### config.mk
export PLATFORM = sky130hd
export DESIGN_NAME = bst_tap
export DESIGN_NICKNAME = d
export VERILOG_FILES = /design/src/logic/bst_pkg.sv /design/src/logic/bst_sync.sv /design/src/logic/bst_tap.sv
export SDC_FILE = /design/constraint.sdc
export NUM_CORES = 1
export LEC_CHECK = 0
export ABC_AREA = 1
export BUFFER_PORTS_ARGS = -buffer_cell sky130_fd_sc_hd__buf_4
export CORE_ASPECT_RATIO = 0.7
export CORE_UTILIZATION = 30
export CTS_BUF_LIST = sky130_fd_sc_hd__clkbuf_4 sky130_fd_sc_hd__clkbuf_8 sky130_fd_sc_hd__clkbuf_16
export DETAILED_ROUTE_END_ITERATION = 8
export GPL_TIMING_DRIVEN = 0
export PLACE_DENSITY_LB_ADDON = 0.05
export SLEW_MARGIN = 20
export SYNTH_ARGS = -nofsm -noshare
export SYNTH_HDL_FRONTEND = slang
export SYNTH_SLANG_ARGS = --single-unit
export TNS_END_PERCENT = 20
### constraint.sdc
create_clock -name mclk_i -period 6.6 [get_ports mclk_i]
set_input_delay 1.98 -clock mclk_i [delete_from_list [all_inputs] [get_ports mclk_i]]
set_output_delay 1.98 -clock mclk_i [all_outputs]
set_load 0.02 [all_outputs]
### src/logic/bst_pkg.sv
// =====================================================================
// Boundary-scan test access port constants
// =====================================================================
package bst_pkg;

    // =================================================================
    // Instruction register
    // =================================================================
    localparam int unsigned IR_WIDTH   = 16;
    localparam int unsigned ID_WIDTH   = 32;

    localparam logic [15:0] OP_BYPASS0 = 16'h0000;
    localparam logic [15:0] OP_BYPASS1 = 16'hFFFF;
    localparam logic [15:0] OP_SAMPLE  = 16'hFFF8;
    localparam logic [15:0] OP_EXTEST  = 16'hFFE8;
    localparam logic [15:0] OP_CLAMP   = 16'hFFEF;
    localparam logic [15:0] OP_IDCODE  = 16'hFFFE;
    localparam logic [15:0] OP_HIGHZ   = 16'hFFCF;

    // Value loaded at Test-Logic-Reset
    localparam logic [15:0] IR_RESET   = OP_IDCODE;
    // Capture pattern for Capture-IR, low two bits 01
    localparam logic [15:0] IR_CAPTURE = 16'h0001;

    // Identification value: arbitrary, not a real maker code
    localparam logic [31:0] ID_VALUE   = 32'h1234_5679;

    // Default count of digital pins with boundary cells
    localparam int unsigned PIN_COUNT  = 8;

    // Input synchroniser depth (three flip-flops)
    localparam int unsigned SYNC_DEPTH = 3;

    // =================================================================
    // TAP controller states
    // =================================================================
    typedef enum logic [3:0] {
        ST_RESET     = 4'b0000,
        ST_IDLE      = 4'b0001,
        ST_SEL_DR    = 4'b0010,
        ST_CAP_DR    = 4'b0011,
        ST_SHIFT_DR  = 4'b0100,
        ST_EXIT1_DR  = 4'b0101,
        ST_PAUSE_DR  = 4'b0110,
        ST_EXIT2_DR  = 4'b0111,
        ST_UPD_DR    = 4'b1000,
        ST_SEL_IR    = 4'b1001,
        ST_CAP_IR    = 4'b1010,
        ST_SHIFT_IR  = 4'b1011,
        ST_EXIT1_IR  = 4'b1100,
        ST_PAUSE_IR  = 4'b1101,
        ST_EXIT2_IR  = 4'b1110,
        ST_UPD_IR    = 4'b1111
    } bst_state_t;

endpackage

### src/logic/bst_sync.sv
`timescale 1ns/1ps
// =====================================================================
// Three-stage input synchroniser with agreement check
// =====================================================================
module bst_sync #(
    parameter int unsigned WIDTH = 4
) (
    // Clock and reset
    input  wire logic             mclk_i,
    input  wire logic             sys_rst_i,
    // Asynchronous inputs
    input  wire logic [WIDTH-1:0] async_i,
    // Filtered level
    output logic      [WIDTH-1:0] level_o
);

    logic [WIDTH-1:0] meta_ff;
    logic [WIDTH-1:0] s2_ff;
    logic [WIDTH-1:0] s3_ff;
    logic [WIDTH-1:0] level_ff;
    wire  [WIDTH-1:0] agree;

    // Stages two and three must match before the level moves
    assign agree = ~(s2_ff ^ s3_ff);

    // Synchroniser chain; first stage feeds only the second
    always_ff @(posedge mclk_i or posedge sys_rst_i) begin
        if (sys_rst_i) begin
            meta_ff  <= '0;
            s2_ff    <= '0;
            s3_ff    <= '0;
            level_ff <= '0;
        end else begin
            meta_ff  <= async_i;
            s2_ff    <= meta_ff;
            s3_ff    <= s2_ff;
            level_ff <= (agree & s3_ff) | (~agree & level_ff);
        end
    end

    assign level_o = level_ff;

endmodule

### src/logic/bst_tap.sv
`timescale 1ns/1ps
// =====================================================================
// Boundary-scan test access port
// =====================================================================
module bst_tap #(
    parameter int unsigned PINS = bst_pkg::PIN_COUNT
) (
    // Clock and reset
    input  wire logic            mclk_i,
    input  wire logic            sys_rst_i,
    // Scan mode select pin
    input  wire logic            scan_mode_i,
    // Test link from the tester
    input  wire logic            tck_i,
    input  wire logic            tms_i,
    input  wire logic            tdi_i,
    // Test data out, output enable active low
    output logic                 tdo_o,
    output logic                 tdo_oe_n_o,
    // Functional side of the digital pins
    input  wire logic [PINS-1:0] core_out_i,
    input  wire logic [PINS-1:0] core_oe_n_i,
    output logic      [PINS-1:0] core_in_o,
    // Digital pads, output enable active low
    input  wire logic [PINS-1:0] pad_in_i,
    output logic      [PINS-1:0] pad_out_o,
    output logic      [PINS-1:0] pad_oe_n_o
);

    // Refuse chain lengths the capture and update logic cannot serve
    if (PINS < 1 || PINS > 256) begin : g_bad_pins
        $error("bst_tap: PINS out of range");
    end

    // =================================================================
    // Input sampling
    // =================================================================
    localparam int unsigned SW = 4;
    localparam int unsigned BW = 2 * PINS;
    wire [SW-1:0] sync_level;
    wire [SW-1:0] async_bus;

    assign async_bus = {scan_mode_i, tck_i, tms_i, tdi_i};

    bst_sync #(
        .WIDTH (SW)
    ) u_sync (
        .mclk_i    (mclk_i),
        .sys_rst_i (sys_rst_i),
        .async_i   (async_bus),
        .level_o   (sync_level)
    );

    wire scan_en = sync_level[3];
    wire tck_s   = sync_level[2];
    wire tms_s   = sync_level[1];
    wire tdi_s   = sync_level[0];

    logic tck_d_ff;

    // Edges are only seen while the port is selected
    wire tck_rise = scan_en & tck_s & ~tck_d_ff;
    wire tck_fall = scan_en & ~tck_s & tck_d_ff;

    // =================================================================
    // TAP controller
    // =================================================================
    bst_pkg::bst_state_t state_ff;
    bst_pkg::bst_state_t nxt_state;

    // Standard sixteen-state walk steered by TMS
    always_comb begin
        case (state_ff)
            bst_pkg::ST_RESET:    nxt_state = tms_s ? bst_pkg::ST_RESET   : bst_pkg::ST_IDLE;
            bst_pkg::ST_IDLE:     nxt_state = tms_s ? bst_pkg::ST_SEL_DR  : bst_pkg::ST_IDLE;
            bst_pkg::ST_SEL_DR:   nxt_state = tms_s ? bst_pkg::ST_SEL_IR  : bst_pkg::ST_CAP_DR;
            bst_pkg::ST_CAP_DR:   nxt_state = tms_s ? bst_pkg::ST_EXIT1_DR : bst_pkg::ST_SHIFT_DR;
            bst_pkg::ST_SHIFT_DR: nxt_state = tms_s ? bst_pkg::ST_EXIT1_DR : bst_pkg::ST_SHIFT_DR;
            bst_pkg::ST_EXIT1_DR: nxt_state = tms_s ? bst_pkg::ST_UPD_DR  : bst_pkg::ST_PAUSE_DR;
            bst_pkg::ST_PAUSE_DR: nxt_state = tms_s ? bst_pkg::ST_EXIT2_DR : bst_pkg::ST_PAUSE_DR;
            bst_pkg::ST_EXIT2_DR: nxt_state = tms_s ? bst_pkg::ST_UPD_DR  : bst_pkg::ST_SHIFT_DR;
            bst_pkg::ST_UPD_DR:   nxt_state = tms_s ? bst_pkg::ST_SEL_DR  : bst_pkg::ST_IDLE;
            bst_pkg::ST_SEL_IR:   nxt_state = tms_s ? bst_pkg::ST_RESET   : bst_pkg::ST_CAP_IR;
            bst_pkg::ST_CAP_IR:   nxt_state = tms_s ? bst_pkg::ST_EXIT1_IR : bst_pkg::ST_SHIFT_IR;
            bst_pkg::ST_SHIFT_IR: nxt_state = tms_s ? bst_pkg::ST_EXIT1_IR : bst_pkg::ST_SHIFT_IR;
            bst_pkg::ST_EXIT1_IR: nxt_state = tms_s ? bst_pkg::ST_UPD_IR  : bst_pkg::ST_PAUSE_IR;
            bst_pkg::ST_PAUSE_IR: nxt_state = tms_s ? bst_pkg::ST_EXIT2_IR : bst_pkg::ST_PAUSE_IR;
            bst_pkg::ST_EXIT2_IR: nxt_state = tms_s ? bst_pkg::ST_UPD_IR  : bst_pkg::ST_SHIFT_IR;
            bst_pkg::ST_UPD_IR:   nxt_state = tms_s ? bst_pkg::ST_SEL_DR  : bst_pkg::ST_IDLE;
            default:              nxt_state = bst_pkg::ST_RESET;
        endcase
    end

    // =================================================================
    // Instruction decode
    // =================================================================
    logic [bst_pkg::IR_WIDTH-1:0] ir_ff;
    logic [bst_pkg::IR_WIDTH-1:0] ir_sh_ff;

    wire op_sample = (ir_ff == bst_pkg::OP_SAMPLE);
    wire op_extest = (ir_ff == bst_pkg::OP_EXTEST);
    wire op_clamp  = (ir_ff == bst_pkg::OP_CLAMP);
    wire op_highz  = (ir_ff == bst_pkg::OP_HIGHZ);
    wire op_idcode = (ir_ff == bst_pkg::OP_IDCODE);
    // Everything else, including both bypass codes, lands on bypass
    wire sel_bsr   = op_sample | op_extest;
    wire sel_id    = op_idcode;
    wire sel_byp   = ~sel_bsr & ~sel_id;
    // Test-driven pins under EXTEST and CLAMP
    wire pins_test = op_extest | op_clamp;

    // =================================================================
    // Data registers
    // =================================================================
    // Boundary cells: per pin one data and one enable cell, digital only
    logic [BW-1:0]                bsr_sh_ff;
    logic [BW-1:0]                bsr_upd_ff;
    logic [bst_pkg::ID_WIDTH-1:0] id_sh_ff;
    logic                         byp_ff;

    wire in_shift_dr = (state_ff == bst_pkg::ST_SHIFT_DR);
    wire in_shift_ir = (state_ff == bst_pkg::ST_SHIFT_IR);
    wire in_cap_dr   = (state_ff == bst_pkg::ST_CAP_DR);

    // Captured pin snapshot: pad inputs and functional enables
    wire [BW-1:0] bsr_capture = {~core_oe_n_i, pad_in_i};

    // TAP registers advance on sampled TCK rising edges
    always_ff @(posedge mclk_i or posedge sys_rst_i) begin
        if (sys_rst_i) begin
            tck_d_ff <= 1'b0;
        end else begin
            tck_d_ff <= tck_s;
        end
    end

    always_ff @(posedge mclk_i or posedge sys_rst_i) begin
        if (sys_rst_i) begin
            state_ff <= bst_pkg::ST_RESET;
        end else if (~scan_en) begin
            state_ff <= bst_pkg::ST_RESET;
        end else if (tck_rise) begin
            state_ff <= nxt_state;
        end
    end

    // Instruction register with reset to the identification code
    always_ff @(posedge mclk_i or posedge sys_rst_i) begin
        if (sys_rst_i) begin
            ir_ff    <= bst_pkg::IR_RESET;
            ir_sh_ff <= bst_pkg::IR_CAPTURE;
        end else if (state_ff == bst_pkg::ST_RESET) begin
            ir_ff    <= bst_pkg::IR_RESET;
            ir_sh_ff <= bst_pkg::IR_CAPTURE;
        end else if (tck_rise) begin
            if (state_ff == bst_pkg::ST_CAP_IR) begin
                ir_sh_ff <= bst_pkg::IR_CAPTURE;
            end else if (in_shift_ir) begin
                ir_sh_ff <= {tdi_s, ir_sh_ff[bst_pkg::IR_WIDTH-1:1]};
            end else if (state_ff == bst_pkg::ST_UPD_IR) begin
                ir_ff <= ir_sh_ff;
            end
        end
    end

    // Data registers: capture, shift LSB first, update
    always_ff @(posedge mclk_i or posedge sys_rst_i) begin
        if (sys_rst_i) begin
            bsr_sh_ff  <= '0;
            bsr_upd_ff <= '0;
            id_sh_ff   <= bst_pkg::ID_VALUE;
            byp_ff     <= 1'b0;
        end else if (tck_rise) begin
            if (in_cap_dr) begin
                if (sel_bsr) begin
                    bsr_sh_ff <= bsr_capture;
                end
                id_sh_ff <= bst_pkg::ID_VALUE;
                byp_ff   <= 1'b0;
            end else if (in_shift_dr) begin
                if (sel_bsr) begin
                    bsr_sh_ff <= {tdi_s, bsr_sh_ff[BW-1:1]};
                end
                if (sel_id) begin
                    id_sh_ff <= {tdi_s, id_sh_ff[bst_pkg::ID_WIDTH-1:1]};
                end
                byp_ff <= tdi_s;
            end else if (state_ff == bst_pkg::ST_UPD_DR && sel_bsr) begin
                bsr_upd_ff <= bsr_sh_ff;
            end
        end
    end

    // =================================================================
    // TDO, retimed on the falling TCK edge
    // =================================================================
    wire tdo_bit = in_shift_ir ? ir_sh_ff[0] :
                   sel_bsr     ? bsr_sh_ff[0] :
                   sel_id      ? id_sh_ff[0]  : byp_ff;
    wire tdo_act = in_shift_ir | in_shift_dr;

    logic tdo_ff;
    logic tdo_oe_n_ff;

    // Falling edge launch gives the tester a half period to sample
    always_ff @(posedge mclk_i or posedge sys_rst_i) begin
        if (sys_rst_i) begin
            tdo_ff      <= 1'b0;
            tdo_oe_n_ff <= 1'b1;
        end else if (~scan_en) begin
            tdo_oe_n_ff <= 1'b1;
        end else if (tck_fall) begin
            tdo_ff      <= tdo_bit;
            tdo_oe_n_ff <= ~tdo_act;
        end
    end

    assign tdo_o      = tdo_ff;
    assign tdo_oe_n_o = tdo_oe_n_ff;

    // =================================================================
    // Pin multiplexing
    // =================================================================
    logic [PINS-1:0] pad_out_ff;
    logic [PINS-1:0] pad_oe_n_ff;
    logic [PINS-1:0] core_in_ff;

    wire test_act = scan_en & pins_test;
    wire [PINS-1:0] nxt_pad_out  = test_act ? bsr_upd_ff[PINS-1:0] : core_out_i;
    wire [PINS-1:0] nxt_pad_oe_n = (scan_en & op_highz) ? {PINS{1'b1}} :
                                   test_act ? ~bsr_upd_ff[BW-1:PINS] :
                                   core_oe_n_i;

    // Registered pad drive, one clock after the source
    always_ff @(posedge mclk_i or posedge sys_rst_i) begin
        if (sys_rst_i) begin
            pad_out_ff  <= '0;
            pad_oe_n_ff <= '1;
            core_in_ff  <= '0;
        end else begin
            pad_out_ff  <= nxt_pad_out;
            pad_oe_n_ff <= nxt_pad_oe_n;
            core_in_ff  <= pad_in_i;
        end
    end

    assign pad_out_o  = pad_out_ff;
    assign pad_oe_n_o = pad_oe_n_ff;
    assign core_in_o  = core_in_ff;

endmodule

; ---- Word level (Yosys, flattened, before mapping)
; Cells that the tools add are included.
[totals]
elab_cells = 123
output_inout_bits = 26
in_bits = 30
regBits = 144
[op_classes]
muxes = 41
n_reduce_logical = 17
bitwise_logic = 22
n_eq_ne = 26
[op_table]
columns = cell, n
row1 = $mux 16, 13
row2 = $mux 32, 3
row3 = $eq 16x16->1 const B, 5
row4 = $pmux 4 s12, 1
row5 = $eq 4x4->1 const B, 8
row6 = $mux 4, 6
row7 = $mux 8, 3
row8 = $eq 4x3->1 const B, 4
row9 = $not 8->8, 2
row10 = $reduce_and 4->1, 3
row11 = $mux 1, 10
row12 = $ne 2x2->1 const B, 5
row13 = $and 4x4->4, 2
row14 = $eq 4x2->1 const B, 2
row15 = $not 4->4, 2
row16 = $reduce_bool 2->1, 4
row17 = $and 1x1->1, 6
row18 = $mux 2, 3
row19 = $mux 3, 2
row20 = $reduce_and 2->1, 3
row21 = $not 1->1, 5
row22 = $eq 4x1->1 const B, 1
row23 = $logic_not 4->1, 1
row24 = $or 4x4->4, 1
row25 = other kinds (8), 11

; ---- Longest topological paths before layout
; Gate-level depths: netlist of run 1.
[logic_depth]
word_depth = 6
depth_mapped = 11
depth_no_buf = 10

; ---- Cells and area by module
; Synthesis of run 1 repeated with hierarchy kept, for this count alone.
[unflattened]
hier_cells = 641
area_unflattened_um2 = 5970.7
[modules_own_cells]
columns = module, instances, area_each_um2, cells_each, seq_area_each_um2
row1 = bst_tap, 1, 5501.5, 608, 3251.9
row2 = bst_sync, 1, 469.2, 33, 400.4

; ---- Least setup slack after synthesis of run 1
; No wires, ideal clock.
[synth_path]
kind = flip-flop to output port
startpoint = register tdo_oe_n_ff (netlist: tdo_oe_n_o)
endpoint = output tdo_oe_n_o
required_ps = 4620
path_stages_with_launch = 1
n_path_buf = 0
t_arrival_ps = 561
setup_slack_ps = 4059
cell_sequence = dfstp_2
[synth_rtl]
columns = item, line
row1 = from (decl), bst_tap.sv:203  ; logic tdo_oe_n_ff;
row2 = from (signal assigned), bst_tap.sv:214  ; tdo_oe_n_ff <= ~tdo_act;
row3 = to (decl), bst_tap.sv:19  ; output logic tdo_oe_n_o,
; No word-level cell between the ends.

; ---- Worst setup path in the final report of run 1
[layout_path]
startpoint = register tdo_oe_n_ff (netlist: tdo_oe_n_o)
endpoint = output tdo_oe_n_o
; No word-level cell between the ends.

==> qor.csv, run 1 <==
stage,metric,value,unit
logic_synthesis,yosys.area_share.adder,0.00668,
floorplanning,row_count,42,
logic_synthesis,async_reset_ff_frac,1.00,
logic_synthesis,synth_top_family_by_area,simple AND/OR/NAND/NOR gates,
routing,routed_via_density,4.47,
global_routing,use_met2,0.206,
hold_path,hp-class,register to register,
placed_design,gp_congestion,0.815,
global_routing,antenna_found_initial,0,
logic_synthesis,synth.distinct_cells,32,
logic_synthesis,synth_flop_cell,dfrtp_1,
routing,ant_nets,0,
sta,fmax,327,MHz
worst_setup_path,critPathTopFamily,flip-flops,
sta,post-route-min-period,3.06,ns
sta,tightest_slew,0.583,ns
floorplanning,start_util,0.312,
routing,firstDrtPassIters,5,
logic_synthesis,syn-num-nets,665,
final_layout,syn2layout_area_growth,22.7,%
worst_setup_path,cp-end-kind,output port,
global_routing,use_met3,0.0426,
clocking,numCtsBuffers,17,
routing,routed_wirelength,13.6,mm
sta,slew_violations,0,
clocking,h-tree-depth,4,
final_layout,layoutNonFillerInstCount,987,
flow_run,maxCapViolCount,0,
clocking,clk_pin_slew,0.06,ns
final_layout,drive_gt1_frac,0.246,
logic_synthesis,syn_area,0.00600,sq mm
global_routing,grtUsageMet1,0.215,
clocking,clock_sinks,144,
logic_synthesis,synth_xor_area_frac,0,
logic_synthesis,avgSynthCellArea,9.45,sq um
global_routing,grt_use_total,0.147,
logic_synthesis,synth.area.mux_share,0.0134,
floorplanning,die_height,120,um
clocking,ctsResizeCount,0,
worst_setup_path,slowest_delay,0.53,ns
placed_design,place_ws,3.73,ns
routing,remaining_drc_errors,0,
floorplanning,core_area,0.0192,sq mm
routing,wl_per_cell,13.8,um
placed_design,hpwlAfterDp,9.62,mm
worst_setup_path,path_cells,buf_4,
worst_setup_path,crit_type,register to output port,
worst_setup_path,cp_slowest_cell,dfstp_2,
power,ir_worst_vdd,0.122,mV
global_routing,overflow,0,
placed_design,placed_area,0.00678,sq mm
logic_synthesis,seq_area_frac_synth,0.609,
floorplanning,die_area,0.0206,sq mm
sta,setup_viol,0,
sta,timing.final.crit_share,0.464,
routing,drtIter0Drc,313,
worst_setup_path,cp_num_buf_inv,1,
sta,skew,0.00790,ns
sta,fin_ws,3.54,ns
final_layout,diodes,0,
global_routing,grt_pass1_vias,4429,
logic_synthesis,yosys-top-cells-area,"dfrtp_1 44%, dfstp_2 17%, nand2_1 10%, nor2_1 3.7%, o21ai_0 3.7%",
logic_synthesis,yosysMostFrequentCell,nand2_1,
power,powerDensity,281,mW/mm^2
logic_synthesis,yosys.area_share.simple,0.208,
sta,worst_hold_slack,0.349,ns
sta,finalHoldViolations,0,
clocking,cts_tree,built,
global_routing,top_usage_layer,met1,
worst_setup_path,cp.arrival,1.08,ns
clocking,post_cts_buffers,0,
floorplanning,ios,56,
logic_synthesis,synth_top_area_share,0.438,
worst_setup_path,crit_required,4.62,ns
logic_synthesis,ys_seq_elements,144,
logic_synthesis,yosys_warnings,0,
final_layout,n_fill_cell,1943,
final_layout,layout.nets,740,
global_routing,grt_pass1_wl,23.2,mm
floorplanning,die_w,171,um
logic_synthesis,yosysTopAreaCell,dfrtp_1,
worst_setup_path,critPathMaxFanout,2,
final_layout,final_area,0.00736,sq mm
logic_synthesis,synthTopCellsByCount,"161 x nand2_1, 105 x dfrtp_1, 59 x nor2_1, 45 x inv_1, 44 x o21ai_0",
power,total_power,2.07,mW
final_layout,final_util,0.383,
power,power_leakage,3.48,nW
sta,relSlewSlack,0.611,
logic_synthesis,synth_edf_count,0,
placed_design,port_buffers,55,
placed_design,dpl.cell_count,955,
worst_setup_path,cp-start-kind,register,
global_routing,grt_max_degree,79,
sta,finalSetupTns,0,ns
clocking,cts-root-buf,clkbuf_16,
routing,vias,4410,
logic_synthesis,synthCells,635,
sta,grt_setup_unrepaired,no,
clocking,hold_buffers,0,
clocking,clk_latency,0.42,ns
logic_synthesis,synth-compound-area-share,0.101,
status,status,completed,
clocking,cts.path.max_buffers,2,
[kinds of logic (layout without fill, tap and decap cells)]
group                    Yosys count  in the layout
adder cells (fa/ha/maj)            4              4
AO/OA/AOI/OAI                    112            112
AND/OR/NAND/NOR                  286            286
buffers and inverters             81            169
multiplexers                       8              8
flip-flops                       144            144
[sequential cells by signal, summed over array words and instances, names as in the netlist, 8 cells and up, named ones only]
name	flops
ir_sh_ff	16
core_in_o	8
pad_oe_n_o	8
id_sh_ff	32
bsr_upd_ff	16
pad_out_o	8
bsr_sh_ff	16
ir_ff	16
[path summary, 6_finish.rpt]
check	startpoint	slack (ns)	end	depth (start not counted)
min in group asynchronous	sys_rst_i	1.57	u_sync.meta_ff[2]	2
setup reg to reg	ir_ff[8]	4.59	bsr_sh_ff[8]	8
max in group asynchronous	sys_rst_i	4.25	pad_oe_n_o[0]	3
hold reg to reg	u_sync.meta_ff[1]	0.35	u_sync.s2_ff[1]	0
hold / removal	u_sync.meta_ff[1]	0.35	u_sync.s2_ff[1]	0
setup / recovery	tdo_oe_n_o	3.54	tdo_oe_n_o	1
[routing by layer]
| layer | share of wire | vias up |
|---|---|---|
| met5 | 0 | - |
| li1 | - | 2228 |
| met4 | 0.013 | 0 |
| met1 | 0.52 | 2076 |
| met3 | 0.052 | 16 |
| met2 | 0.41 | 90 |
[power breakdown]
group	leakage (nW)	internal, mW	total [mW]	switching (mW)
Combinational	1.49	0.0579	0.182	0.124
Clock	0.278	0.545	0.940	0.395
Sequential	1.72	0.928	0.944	0.0168
[layout by cell type (no fill, tap or decap), types with 12 or more instances in the layout]
| cell | instances |
|---|---|
| nand3_1 | 36 |
| dfrtp_1 | 105 |
| inv_1 | 44 |
| a31oi_1 | 13 |
| nor2_1 | 59 |
| o21ai_1 | 17 |
| clkbuf_16 | 17 |
| o21ai_0 | 44 |
| a21oi_1 | 19 |
| nand2_1 | 161 |
| o22ai_1 | 15 |
| buf_2 | 12 |
| dfstp_2 | 39 |
| buf_4 | 57 |
[final cells by class]
cell class / count / area, sq um / share of cell area
Tap cell: 264 / 330 / 0.0449
Inverter: 52 / 203 / 0.0275
Sequential cell: 144 / 3650 / 0.496
Clock inverter: 13 / 130 / 0.0177
Buffer: 29 / 173 / 0.0235
Clock buffer: 19 / 453 / 0.0615
Multi-Input combinational cell: 410 / 1980 / 0.269
Timing Repair Buffer: 56 / 440 / 0.0598
Power figures use the tool's default switching activity.
==> run 2: changes to the inputs <==
- clock period: 6.6 -> 2.6 ns (I/O delays scaled with it)
==> run 2 against run 1 <==
Final cell count grew 0.30%. Power grew to 2.6 times the previous value. Combinational power grew to 2.6 times the previous value. Clock-buffer cell count shrank 1. Clock power grew to 2.7 times the previous value. Routed wire length grew 1.0%. First-iteration DRC count grew 15%. Sequential cell count is the same. Cell area grew 1.2%. Via count is essentially flat. Hold slack lost 0.0017 ns.
==> qor.csv, run 2 (synthesized netlist as in run 1, its figures left out) <==
stage,metric,value,unit,change
routing,firstDrtPassIters,5,,unchanged
clocking,cts-root-buf,clkbuf_16,,
floorplanning,die_area,0.0206,sq mm,unchanged
floorplanning,core_area,0.0192,sq mm,unchanged
global_routing,grt_use_total,0.149,,+0.00152
final_layout,layout.nets,743,,+0.41%
worst_setup_path,cp-start-kind,register,,
power,seq_power_share,0.442,,-0.015
final_layout,largest_reg_flops,32,,unchanged
clocking,clk_pin_slew,0.06,ns,about the same
sta,setup_viol,0,,unchanged
clocking,clock_sinks,144,,unchanged
flow_run,maxCapViolCount,0,,unchanged
power,swShare,0.254,,-0.00493
worst_setup_path,worstReg2RegStart,ir_ff[9],,
floorplanning,start_util,0.312,,unchanged
placed_design,hpwlAfterDp,9.85,mm,+2.4%
clocking,cts.path.max_buffers,2,,unchanged
hold_path,hp-class,register to register,,
floorplanning,die_w,171,um,unchanged
sta,worst_hold_slack,0.347,ns,-0.00168 ns
power,p_sw,1.38,mW,+160%
sta,slew_violations,0,,unchanged
global_routing,grt_max_degree,35,,-56%
sta,fin_ws,0.597,ns,-2.94 ns
power,power_leakage,3.53,nW,+1.2%
clocking,h-tree-depth,4,,unchanged
final_layout,syn2layout_area_growth,24.2,%,
sta,fmax,499,MHz,
worst_setup_path,cp-end-kind,register,,
placed_design,place_ws,0.519,ns,-3.21 ns
clocking,ctsResizeCount,0,,unchanged
power,clockPowerShare,0.471,,+0.016
floorplanning,ios,56,,unchanged
placed_design,port_buffers,55,,unchanged
clocking,numCtsBuffers,17,,unchanged
power,total_power,5.43,mW,+160%
clocking,clk_latency,0.43,ns,about the same
placed_design,placed_area,0.00683,sq mm,+0.83%
worst_setup_path,crit_type,register to register,,
sta,grt_setup_unrepaired,no,,
routing,routed_wirelength,13.8,mm,+1.0%
floorplanning,row_count,42,,unchanged
global_routing,antenna_found_initial,0,,unchanged
global_routing,overflow,0,,unchanged
sta,relSlewSlack,0.528,,-0.0836
placed_design,dpl.cell_count,958,,+0.31%
worst_setup_path,reg2reg_slack,0.60,ns,-3.99 ns
global_routing,grt_pass1_wl,23.3,mm,+0.44%
power,ir_worst_vdd,0.322,mV,+160%
placed_design,gp_congestion,0.791,,-2.9%
sta,finalSetupTns,0,ns,unchanged
clocking,hold_buffers,0,,unchanged
routing,remaining_drc_errors,0,,unchanged
routing,routed_via_density,4.46,,-0.26%
final_layout,layoutNonFillerInstCount,990,,+0.30%
worst_setup_path,critPathMaxFanout,10,,+8
final_layout,top_register,id_sh_ff,,
final_layout,diodes,0,,unchanged
routing,vias,4412,,+0.045%
floorplanning,die_height,120,um,unchanged
hold_path,worstHoldStart,u_sync.meta_ff[2],,
worst_setup_path,crit_required,2.91,ns,-1.71 ns
sta,skew,0.0144,ns,+0.00651 ns
final_layout,final_area,0.00745,sq mm,+1.2%
clocking,post_cts_buffers,0,,unchanged
sta,timing.final.crit_share,0.770,,
power,powerDensity,729,mW/mm^2,+160%
clocking,cts_tree,built,,
worst_setup_path,crit_start,ir_ff[9],,
routing,ant_nets,0,,unchanged
power,power.internal,4.05,mW,+160%
sta,post-route-min-period,2.00,ns,
routing,wl_per_cell,13.9,um,+0.73%
final_layout,drive_gt1_frac,0.249,,+0.00311
power,p_comb_frac,0.087,,about the same
final_layout,layout_common_cells,"161 x nand2_1, 105 x dfrtp_1, 59 x nor2_1, 57 x buf_4",,
final_layout,final_util,0.387,,+0.00462
final_layout,final_common_cell,nand2_1,,
status,status,completed,,
sta,tightest_slew,0.707,ns,+0.124 ns
global_routing,grt_pass1_vias,4504,,+1.7%
worst_setup_path,cp.arrival,2.31,ns,+1.23 ns
sta,finalHoldViolations,0,,unchanged
routing,drtIter0Drc,359,,+15%
==> run 2: power groups by stage <==
| stage | sequential (mW) | combinational, mW | clock, mW |
|---|---|---|---|
| floorplan | 2.46 | 0.247 | 0 |
| global placement | 2.43 | 0.463 | 0 |
| detailed placement | 2.44 | 0.481 | 0 |
| CTS | 2.40 | 0.482 | 2.63 |
| global route | 2.41 | 0.540 | 2.73 |
| finish | 2.40 | 0.473 | 2.56 |
==> run 2: final timing paths <==
path                       cells after the start              end
max                                            8     bsr_sh_ff[7]
min                                            0  u_sync.s2_ff[2]
max reg2reg                                    8     bsr_sh_ff[7]
min reg2reg                                    0  u_sync.s2_ff[2]
max in group asynchronous                      5     id_sh_ff[18]
min in group asynchronous                      2      ir_sh_ff[4]
==> run 2: critical path, stage by stage (launching register included) <==
cell	delay, ns
dfstp_2	0.53
nand2_1	0.08
nor2_2	0.20
nand3_1	0.19
nor2_4	0.25
nand3_2	0.15
clkbuf_1	0.28
nand2_1	0.13
o21ai_1	0.07
==> run 2: final cells by class <==
class	instances	area, sq um
flip-flops and latches	144	3650
plain buffers	29	173
well taps	264	330
repair buffers	59	500
clock inverters	14	183
clock buffers	18	433
fillers	1993	11800
multi-input cells	410	1980
inverters	52	199
==> run 2: layer usage <==
metal	track usage	part of all wire	up-vias
li1	-	-	2232
met1	0.222	0.54	2083
met2	0.202	0.40	84
met3	0.0412	0.044	13
met4	0.0547	0.015	0
met5	0	0	-
